## config.mk

```make
export PLATFORM = sky130hd
export DESIGN_NAME = pdarc_top
export DESIGN_NICKNAME = d
export VERILOG_FILES = /design/src/rtl/pdarc_pkg.sv /design/src/rtl/pdarc_top.sv
export VERILOG_INCLUDE_DIRS = /design/src /design/src/rtl
export SDC_FILE = /design/constraint.sdc
export NUM_CORES = 1
export LEC_CHECK = 0
export ABC_AREA = 1
export ABC_CLOCK_PERIOD_IN_PS = 1440
export BUFFER_PORTS_ARGS = -buffer_cell sky130_fd_sc_hd__buf_2
export CORE_MARGIN = 2
export CORE_UTILIZATION = 30
export DETAILED_ROUTE_END_ITERATION = 6
export PLACE_DENSITY = 0.57
export SYNTH_ARGS = -nofsm -noshare
export SYNTH_HDL_FRONTEND = slang
export SYNTH_SLANG_ARGS = --single-unit
```

## constraint.sdc

```tcl
create_clock -name clock_i -period 1.44 [get_ports clock_i]
set_input_delay 0.072 -clock clock_i [delete_from_list [all_inputs] [get_ports clock_i]]
set_output_delay 0.072 -clock clock_i [all_outputs]
set_load 0.005 [all_outputs]
```

## src/rtl/pdarc_defs.svh

```systemverilog
// offsets, field positions, reset values and codes of the power-down,
// alignment and reference configuration registers
// assumes inclusion by bare name from the top module, the checker and the bench
`ifndef PDARC_DEFS_SVH
`define PDARC_DEFS_SVH

// register offsets (7-bit spi address)
`define PDARC_OFS_MAIN_POWER        7'h08
`define PDARC_OFS_LVDS_OUT_PD       7'h09
`define PDARC_OFS_GLOBAL_PD_MASK    7'h0D
`define PDARC_OFS_ALIGN_REF_CFG     7'h0E

// reset values
`define PDARC_RST_MAIN_POWER        8'h02
`define PDARC_RST_LVDS_OUT_PD       8'h0C
`define PDARC_RST_GLOBAL_PD_MASK    8'h00
`define PDARC_RST_ALIGN_REF_CFG     8'h00

// writable bits; the rest read back as their reset value
`define PDARC_WMSK_MAIN_POWER       8'h35
`define PDARC_WMSK_LVDS_OUT_PD      8'h3F
`define PDARC_WMSK_GLOBAL_PD_MASK   8'h0E
`define PDARC_WMSK_ALIGN_REF_CFG    8'hEF

// main power register fields
`define PDARC_BIT_GLOBAL_PD_CTRL    0

// lvds output power-down fields
`define PDARC_BIT_FRAME_CLK_PD      5
`define PDARC_BIT_BIT_CLK_PD        4
`define PDARC_BIT_LANE_A1_PD        3
`define PDARC_BIT_LANE_A0_PD        2
`define PDARC_BIT_LANE_B1_PD        1
`define PDARC_BIT_LANE_B0_PD        0

// global power-down mask fields
`define PDARC_BIT_KEEP_CLK_BUF      3
`define PDARC_BIT_KEEP_REF_AMP      2
`define PDARC_BIT_BANDGAP_OFF       1

// alignment / reference / clock configuration fields
`define PDARC_BIT_PIN_IS_ALIGN      7
`define PDARC_BIT_REG_ALIGN_TRIG    6
`define PDARC_BIT_REG_ALIGN_EN      5
`define PDARC_BIT_REF_CTRL_SRC      3
`define PDARC_MSB_REF_OPTION        2
`define PDARC_LSB_REF_OPTION        1
`define PDARC_BIT_SE_CLK_SEL        0

// output lane mode codes
`define PDARC_LANE_MODE_ONE         3'h4
`define PDARC_LANE_MODE_HALF        3'h5

// reference option codes
`define PDARC_REF_INTERNAL          2'h0
`define PDARC_REF_EXT_BUFFERED      2'h1

// spi frame layout: read flag, 7 address bits, 8 data bits
`define PDARC_SPI_FRAME_BITS        5'h10
`define PDARC_SPI_HDR_LAST          5'h07
`define PDARC_SPI_FRAME_LAST        5'h0F

`endif

```

## src/rtl/pdarc_pkg.sv

```systemverilog
// types of the power-down, alignment and reference configuration block
// assumes pdarc_defs.svh is on the include path
package pdarc_pkg;

    // spi frame sequencer, gray coded along idle -> header -> data
    typedef enum logic [1:0] {
        PDARC_SPI_IDLE   = 2'h0,
        PDARC_SPI_HEADER = 2'h1,
        PDARC_SPI_DATA   = 2'h3
    } pdarc_spi_state_t;

    typedef logic [7:0] pdarc_reg_t;
    typedef logic [6:0] pdarc_addr_t;

endpackage

```

## src/rtl/pdarc_top.sv

```systemverilog
// spi-reached register group steering lvds output buffers, global
// power-down of clock buffer / reference amplifier / bandgap, the shared
// alignment / power-down pin, and reference and clock source selection
// assumes spi pins and the two control pins are asynchronous to clock_i;
// output_lane_mode_i comes from logic on clock_i
//
// Behaviour
// RL1 - frame clock buffer off when bit 5
// RL2 - bit clock buffer off when bit 4
// RL3 - lane A1 off by bit, one/half lane
// RL4 - lane A0 off by bit 2, reset 1
// RL5 - lane B1 off by bit, one/half lane
// RL6 - lane B0 off by bit, half lane
// RL7 - mask bit 3 keeps clock buffer on
// RL8 - mask bit 2 keeps reference amp on
// RL9 - mask bit 1 switches bandgap off too
// RL10 - bit 7 picks pin: power-down or align
// RL11 - bit 6 rising issues alignment when enabled
// RL12 - host clears trigger before next alignment
// RL13 - bit 5 moves alignment from pin to register
// RL14 - bit 3 picks pin or register control
// RL15 - reference option field decode, two bits
// RL16 - bit 0 selects single-ended clock input
// RL17 - main power bit 0 requests global power-down
// RL18 - lane mode drives automatic lane shutdown
// RL19 - global power-down from register or pin
// RL20 - host writes zero to reserved bits
`timescale 1ns/1ps

`include "pdarc_defs.svh"

module pdarc_top (
    input  wire logic       clock_i,
    input  wire logic       resetn_i,
    input  wire logic       spi_sclk_i,
    input  wire logic       spi_sen_n_i,
    input  wire logic       spi_sdi_i,
    output logic            spi_sdo_o,
    output logic            spi_sdo_oe_n_o,
    input  wire logic       shared_align_powerdown_pin_i,
    input  wire logic       reference_buffer_pin_i,
    input  wire logic [2:0] output_lane_mode_i,
    output logic            frame_clock_out_powerdown_o,
    output logic            bit_clock_out_powerdown_o,
    output logic            lane_a1_powerdown_o,
    output logic            lane_a0_powerdown_o,
    output logic            lane_b1_powerdown_o,
    output logic            lane_b0_powerdown_o,
    output logic            global_powerdown_o,
    output logic            clock_buffer_powerdown_o,
    output logic            reference_amp_powerdown_o,
    output logic            bandgap_powerdown_o,
    output logic            align_command_o,
    output logic [1:0]      reference_option_o,
    output logic            single_ended_clock_select_o
);

    // ------------------------------------------------------------
    // pin synchronisers
    // ------------------------------------------------------------
    logic [4:0] pin_meta_r;
    logic [4:0] pin_sync_r;
    logic [4:0] pin_dly_r;
    logic [4:0] pin_raw;

    assign pin_raw = {reference_buffer_pin_i, shared_align_powerdown_pin_i,
                      spi_sdi_i, spi_sen_n_i, spi_sclk_i};

    always_ff @(posedge clock_i) begin
        if (!resetn_i) begin
            pin_meta_r <= 5'h06;
            pin_sync_r <= 5'h06;
            pin_dly_r  <= 5'h06;
        end else begin
            pin_meta_r <= pin_raw;
            pin_sync_r <= pin_meta_r;
            pin_dly_r  <= pin_sync_r;
        end
    end

    wire sclk_s      = pin_sync_r[0];
    wire sen_n_s     = pin_sync_r[1];
    wire sdi_s       = pin_sync_r[2];
    wire shared_pin  = pin_sync_r[3];
    wire ref_pin     = pin_sync_r[4];
    wire sclk_rise   = sclk_s & ~pin_dly_r[0];
    wire sclk_fall   = ~sclk_s & pin_dly_r[0];
    wire shared_rise = shared_pin & ~pin_dly_r[3];

    // ------------------------------------------------------------
    // spi frame sequencer
    // ------------------------------------------------------------
    pdarc_pkg::pdarc_spi_state_t state_r;
    pdarc_pkg::pdarc_spi_state_t state_nxt;
    logic [4:0]                  bit_cnt_r;
    logic [14:0]                 shift_r;
    logic                        rd_flag_r;
    pdarc_pkg::pdarc_addr_t      addr_r;
    pdarc_pkg::pdarc_reg_t       tx_r;
    logic                        sdo_r;
    logic                        sdo_en_r;

    wire                         hdr_done  = sclk_rise && (bit_cnt_r == `PDARC_SPI_HDR_LAST);
    wire                         frame_end = sclk_rise && (bit_cnt_r == `PDARC_SPI_FRAME_LAST);
    wire pdarc_pkg::pdarc_addr_t hdr_addr  = {shift_r[5:0], sdi_s};

    always_comb begin
        state_nxt = state_r;
        case (state_r)
            pdarc_pkg::PDARC_SPI_IDLE: begin
                if (!sen_n_s) begin
                    state_nxt = pdarc_pkg::PDARC_SPI_HEADER;
                end
            end
            pdarc_pkg::PDARC_SPI_HEADER: begin
                if (hdr_done) begin
                    state_nxt = pdarc_pkg::PDARC_SPI_DATA;
                end
            end
            pdarc_pkg::PDARC_SPI_DATA: begin
                if (frame_end) begin
                    state_nxt = pdarc_pkg::PDARC_SPI_HEADER;
                end
            end
            default: begin
                state_nxt = pdarc_pkg::PDARC_SPI_IDLE;
            end
        endcase
        if (sen_n_s) begin
            state_nxt = pdarc_pkg::PDARC_SPI_IDLE;
        end
    end

    // ------------------------------------------------------------
    // register decode
    // ------------------------------------------------------------
    pdarc_pkg::pdarc_reg_t main_power_r;
    pdarc_pkg::pdarc_reg_t lvds_output_powerdown_r;
    pdarc_pkg::pdarc_reg_t global_powerdown_mask_r;
    pdarc_pkg::pdarc_reg_t align_reference_clock_config_r;

    wire                        wr_en    = frame_end && (state_r == pdarc_pkg::PDARC_SPI_DATA)
                                           && !rd_flag_r;
    wire pdarc_pkg::pdarc_reg_t wr_data  = {shift_r[6:0], sdi_s};
    wire                        wr_main  = wr_en && (addr_r == `PDARC_OFS_MAIN_POWER);
    wire                        wr_lvds  = wr_en && (addr_r == `PDARC_OFS_LVDS_OUT_PD);
    wire                        wr_mask  = wr_en && (addr_r == `PDARC_OFS_GLOBAL_PD_MASK);
    wire                        wr_cfg   = wr_en && (addr_r == `PDARC_OFS_ALIGN_REF_CFG);

    // unmapped addresses read as zero
    wire pdarc_pkg::pdarc_reg_t rd_data  =
        (hdr_addr == `PDARC_OFS_MAIN_POWER)     ? main_power_r :
        (hdr_addr == `PDARC_OFS_LVDS_OUT_PD)    ? lvds_output_powerdown_r :
        (hdr_addr == `PDARC_OFS_GLOBAL_PD_MASK) ? global_powerdown_mask_r :
        (hdr_addr == `PDARC_OFS_ALIGN_REF_CFG)  ? align_reference_clock_config_r :
        8'h00;

    // reserved bits keep their reset value whatever the host sends
    function automatic pdarc_pkg::pdarc_reg_t merge(input pdarc_pkg::pdarc_reg_t rst,
                                                    input pdarc_pkg::pdarc_reg_t msk,
                                                    input pdarc_pkg::pdarc_reg_t val);
        merge = (val & msk) | (rst & ~msk);
    endfunction

    always_ff @(posedge clock_i) begin
        if (!resetn_i) begin
            state_r   <= pdarc_pkg::PDARC_SPI_IDLE;
            bit_cnt_r <= 5'h00;
            shift_r   <= 15'h0000;
            rd_flag_r <= 1'b0;
            addr_r    <= 7'h00;
            tx_r      <= 8'h00;
            sdo_r     <= 1'b0;
            sdo_en_r  <= 1'b0;
        end else begin
            state_r <= state_nxt;
            if (sen_n_s) begin
                bit_cnt_r <= 5'h00;
                sdo_en_r  <= 1'b0;
            end else begin
                if (sclk_rise) begin
                    shift_r   <= {shift_r[13:0], sdi_s};
                    bit_cnt_r <= frame_end ? 5'h00 : (bit_cnt_r + 5'h01);
                end
                if (hdr_done) begin
                    rd_flag_r <= shift_r[6];
                    addr_r    <= hdr_addr;
                    tx_r      <= rd_data;
                end
                if (frame_end) begin
                    sdo_en_r <= 1'b0;
                end else if (sclk_fall && (state_r == pdarc_pkg::PDARC_SPI_DATA)
                             && rd_flag_r) begin
                    sdo_r    <= tx_r[7];
                    tx_r     <= {tx_r[6:0], 1'b0};
                    sdo_en_r <= 1'b1;
                end
            end
        end
    end

    assign spi_sdo_o      = sdo_r;
    assign spi_sdo_oe_n_o = ~sdo_en_r;

    // ------------------------------------------------------------
    // configuration registers
    // ------------------------------------------------------------
    always_ff @(posedge clock_i) begin
        if (!resetn_i) begin
            main_power_r                   <= `PDARC_RST_MAIN_POWER;
            lvds_output_powerdown_r        <= `PDARC_RST_LVDS_OUT_PD;
            global_powerdown_mask_r        <= `PDARC_RST_GLOBAL_PD_MASK;
            align_reference_clock_config_r <= `PDARC_RST_ALIGN_REF_CFG;
        end else begin
            if (wr_main) begin
                main_power_r <= merge(`PDARC_RST_MAIN_POWER, `PDARC_WMSK_MAIN_POWER, wr_data);
            end
            if (wr_lvds) begin
                lvds_output_powerdown_r <= merge(`PDARC_RST_LVDS_OUT_PD,
                                                 `PDARC_WMSK_LVDS_OUT_PD, wr_data);
            end
            if (wr_mask) begin
                global_powerdown_mask_r <= merge(`PDARC_RST_GLOBAL_PD_MASK,
                                                 `PDARC_WMSK_GLOBAL_PD_MASK, wr_data);
            end
            if (wr_cfg) begin
                align_reference_clock_config_r <= merge(`PDARC_RST_ALIGN_REF_CFG,
                                                        `PDARC_WMSK_ALIGN_REF_CFG, wr_data);
            end
        end
    end

    // ------------------------------------------------------------
    // power-down, alignment and reference decode
    // ------------------------------------------------------------
    wire [7:0] cfg      = align_reference_clock_config_r;
    wire [7:0] outpd    = lvds_output_powerdown_r;
    wire [7:0] msk      = global_powerdown_mask_r;
    wire       one_lane = (output_lane_mode_i == `PDARC_LANE_MODE_ONE);
    wire       half_lane = (output_lane_mode_i == `PDARC_LANE_MODE_HALF);
    wire       pin_align_mode = cfg[`PDARC_BIT_PIN_IS_ALIGN];
    wire       reg_align_en   = cfg[`PDARC_BIT_REG_ALIGN_EN];
    wire       ref_ctrl_reg   = cfg[`PDARC_BIT_REF_CTRL_SRC];
    logic      trig_dly_r;

    // RL17 RL19 RL10 register or pin power-down
    wire gpd = main_power_r[`PDARC_BIT_GLOBAL_PD_CTRL] | (~pin_align_mode & shared_pin);

    // RL11 RL13 register trigger edge
    wire reg_align = reg_align_en & cfg[`PDARC_BIT_REG_ALIGN_TRIG] & ~trig_dly_r;
    // RL10 RL13 pin alignment edge
    wire pin_align = pin_align_mode & ~reg_align_en & shared_rise;

    // RL16 single-ended clock select
    wire se_clk = ref_ctrl_reg & cfg[`PDARC_BIT_SE_CLK_SEL];

    // RL14 RL15 reference source and option
    wire [1:0] ref_opt = ref_ctrl_reg ?
                         cfg[`PDARC_MSB_REF_OPTION:`PDARC_LSB_REF_OPTION] :
                         (ref_pin ? `PDARC_REF_EXT_BUFFERED : `PDARC_REF_INTERNAL);

    always_ff @(posedge clock_i) begin
        if (!resetn_i) begin
            trig_dly_r                  <= 1'b0;
            frame_clock_out_powerdown_o <= 1'b0;
            bit_clock_out_powerdown_o   <= 1'b0;
            lane_a1_powerdown_o         <= 1'b1;
            lane_a0_powerdown_o         <= 1'b1;
            lane_b1_powerdown_o         <= 1'b0;
            lane_b0_powerdown_o         <= 1'b0;
            global_powerdown_o          <= 1'b0;
            clock_buffer_powerdown_o    <= 1'b0;
            reference_amp_powerdown_o   <= 1'b0;
            bandgap_powerdown_o         <= 1'b0;
            align_command_o             <= 1'b0;
            reference_option_o          <= 2'h0;
            single_ended_clock_select_o <= 1'b0;
        end else begin
            // RL12 trigger held high issues only once
            trig_dly_r <= cfg[`PDARC_BIT_REG_ALIGN_TRIG];
            // RL1 frame clock buffer
            frame_clock_out_powerdown_o <= outpd[`PDARC_BIT_FRAME_CLK_PD];
            // RL2 bit clock buffer
            bit_clock_out_powerdown_o   <= outpd[`PDARC_BIT_BIT_CLK_PD];
            // RL3 RL18 lane a1 forced off
            lane_a1_powerdown_o <= outpd[`PDARC_BIT_LANE_A1_PD] | one_lane | half_lane;
            // RL4 lane a0 buffer
            lane_a0_powerdown_o <= outpd[`PDARC_BIT_LANE_A0_PD];
            // RL5 RL18 lane b1 forced off
            lane_b1_powerdown_o <= outpd[`PDARC_BIT_LANE_B1_PD] | one_lane | half_lane;
            // RL6 RL18 lane b0 forced off
            lane_b0_powerdown_o <= outpd[`PDARC_BIT_LANE_B0_PD] | half_lane;
            global_powerdown_o  <= gpd;
            // RL7 RL16 clock buffer off
            clock_buffer_powerdown_o  <= (gpd & ~msk[`PDARC_BIT_KEEP_CLK_BUF]) | se_clk;
            // RL8 reference amp mask
            reference_amp_powerdown_o <= gpd & ~msk[`PDARC_BIT_KEEP_REF_AMP];
            // RL9 bandgap inverted mask
            bandgap_powerdown_o <= gpd & msk[`PDARC_BIT_BANDGAP_OFF];
            align_command_o     <= reg_align | pin_align;
            reference_option_o  <= ref_opt;
            single_ended_clock_select_o <= se_clk;
        end
    end

endmodule

```

==> impl_results.md <==
* Psw at 926 uW
* Antenna violations before repair at 0
* CTS tree: built
* Port bufs at 25
* Register-to-Register Setup Slack at -6 ps
* Worst-path fanout max at 8
* Clock Tree Root: clkbuf_8
* Total track usage at 13.9%
* Placer Congestion at 0.911
* Cell count after placement at 604
* Most common cell in the netlist: nand2_1
* Top-area cell type share of the netlist area at 50.6%
* Sink Count at 79
* First-pass GRT wire length at 12,200 um
* Grt met2 use at 21.6%
* Syn Nets at 429
* Post-place instance area at 3660 um^2
* Synthesized area at 3130 um^2
* Power per cell area at 966 nW/um^2
* Syn_area_per_cell at 7.48 um^2
* Slew Limit Fails at 0
* Area Growth Syn to Fin at 38.5%
* CP startpoint kind: flip-flop
* GR peak layer: met2
* Highest Clock Rate at 692 MHz
* Via count at 2,877
* Clock transition at path regs at 80 ps
* DR pass1 iterations at 4
* Number of flops mapped to enable cells by yosys at 0
* Final Setup Violations at 1
* Commonest cells post-synth: 85 x nand2_1, 79 x dfxtp_1, 56 x nor2_1
* Antenna viol nets, final at 0
* Critical path type: flip-flop to flip-flop
* Die width at 106 um
* Worst-Skew Late Latency at 360 ps
* RR Startpoint: bit_cnt_r[0]
* HPWL after DPL at 5200 um
* Clock power frac at 42.6%
* Power Internal at 3.26 mW
* Post-Syn Instances at 418
* Sequential Power Share at 53.0%
* Cell Count, Final, Fillers Out at 640
* Initial core utilization at 30.6%
* Top Ports at 26
* Ys flop type: dfxtp_1
* WP data arrival at 1740 ps
* Gr ovfl total at 0
* Routing usage on met3 at 2.88%
* Longest Clk Path Bufs at 2
* Iteration-0 DRC Markers at 114
* FF-to-FF End: align_reference_clock_config_r[6]
* Yosys warnings at 0
* Clock period minus final worst setup slack at 1450 ps
* Violated checks: negative setup slack
* Die area at 11,300 um^2
* DRC violations left at 0
* Hold Path Class: flip-flop to flip-flop
* Setup WS post-layout at -5.81 ps
* Worst reg-to-reg path cell count at 9
* Netlist cell types at 30
* Skew final at 10.4 ps
* Period utilization at 100%
* Switching share of power at 22.1%
* Cell taking the most area after synthesis: dfxtp_1
* Mean routed wirelength per cell at 11.8 um
* Final core occ at 42.3%
* Leakage at 1.94 nW
* Hold depth at 2
* Comb power frac at 4.4%
* Largest net degree at the start of global routing at 40
* Worst setup EP type: flip-flop
* RSZ-0062 raised after global routing: true
* Fraction of registers with async set/reset at 0%
* WHS Endpoint: pin_sync_r[4]
* Hold Vio Cnt, Final at 0
* Core Area at 10,200 um^2
* Standard-cell rows at 37
* # diodes at 0
* CTS Buf Count at 9
* GR Util met1 at 18.5%
* Total wire length at 7560 um
* Rel. slew slack at 66.3%
* Nets at 510
* Proportion of layout cells with a drive suffix above 1 at 31.9%
* H-tree levels at 3
* Die Height at 106 um
* HP Start: pin_meta_r[4]
* Sequential share of the synthesized area at 50.6%
* Max-Cap Viols at 0
* Post-route design area at 4330 um^2
* #FFs+latches synth at 79
* Vias in the first global route at 2,621
* Area contributors post-synth: dfxtp_1 51%, nand2_1 10%, nor2_1 6.7%
* Drt via density at 4.50
* Status: complete, but fails checks
* VDD IR max at 0.401 mV
* Worst Tran Pin Value at 506 ps
* Req. time, crit path at 1730 ps
* Pwr Total at 4.18 mW
==> stage by stage <==
stage	hold slack, ps	setup TNS, ps	worst slack, ps
3_3_place_gp	258	-220	-42.6
4_1_cts	410	-66.4	-19.1
6_report	413	-5.81	-5.81
5_1_grt	425	-2220	-114
2_1_floorplan	170	0	7.57
3_5_place_dp	260	-1140	-97.5
==> sequential cells by signal, summed over array words and instances (netlist names), 3 cells and up <==
signal / flops
global_powerdown_mask_r: 3
pin_sync_r: 5
align_reference_clock_config_r: 7
main_power_r: 4
bit_cnt_r: 5
lvds_output_powerdown_r: 6
shift_r: 7
addr_r: 7
tx_r: 8
pin_meta_r: 5
==> cell type report <==
class / count / area [um^2]
Inverter: 53 / 216
Multi-Input combinational cell: 276 / 1530
Tap cell: 136 / 170
Timing Repair Buffer: 80 / 616
Clock buffer: 10 / 128
Fill cell: 1045 / 5900
Sequential cell: 79 / 1590
Clock inverter: 6 / 85.1
==> worst max-delay path by stage <==
stage / to / from / slack, ps
after global routing: align_reference_clock_config_r[7] / bit_cnt_r[0] / -110
after floorplan: main_power_r[4] / pin_sync_r[0] / 8
after global placement: main_power_r[5] / bit_cnt_r[0] / -40
after detailed placement: main_power_r[5] / bit_cnt_r[0] / -100
final: align_reference_clock_config_r[6] / bit_cnt_r[0] / -6
after CTS: align_reference_clock_config_r[6] / bit_cnt_r[1] / -20
==> per-layer routing <==
layer	vias to the layer above	part of all wire (%)
met1	1323	48
met4	0	1.4
li1	1494	-
met2	50	46
met3	10	3.8
met5	-	0
==> cells by family (layout without fill, tap and decap cells) <==
| family | Yosys count | in the layout | share of synthesized area, % |
|---|---|---|---|
| compound gates | 74 | 74 | 12.2 |
| xor+xnor | 2 | 2 | 0.560 |
| simple gates | 198 | 199 | 28.3 |
| buf+inv | 64 | 149 | 7.92 |
| fa+ha+maj | 1 | 1 | 0.400 |
| flops | 79 | 79 | 50.6 |
==> placed cells by master, fill, tap and decap left out, types with 9 or more instances in the layout <==
cell	Yosys	layout
inv_1	48	44
buf_4	1	37
dfxtp_1	79	75
nor2_2	2	9
clkbuf_8	0	9
a21oi_1	32	26
buf_2	2	26
o21ai_0	38	14
nor2_1	56	46
o21ai_2	0	18
nand3_1	30	26
nand2_1	85	79
dlygate4sd3_1	0	12
==> critical path, cell delays in order, from the launching register on <==
cell      delay, ps
dfxtp_2         360
ha_4            150
nand3_4         110
nor2_4          130
nand2_4          90
nor2_8          190
nand2_8         120
clkinv_8         90
nor2_1           40
nor2_1          100
==> power groups by stage <==
stage | clock, mW | combinational (mW) | sequential [mW]
after floorplan | 0 | 0.0764 | 2.27
after global placement | 0 | 0.139 | 2.27
after detailed placement | 0 | 0.141 | 2.27
after CTS | 1.83 | 0.168 | 2.22
after global routing | 1.93 | 0.204 | 2.22
final | 1.78 | 0.184 | 2.22
==> timing repair <==
action                                  CTS  global route
cloned                                    1             2
hold buffers                             12             0
resized for setup                        27            69
endpoints found under the hold margin    10             0
endpoints found under the setup margin   21            44
pin swaps                                 6            19
setup buffers                             2             3
(Power assumes the default switching activity.)
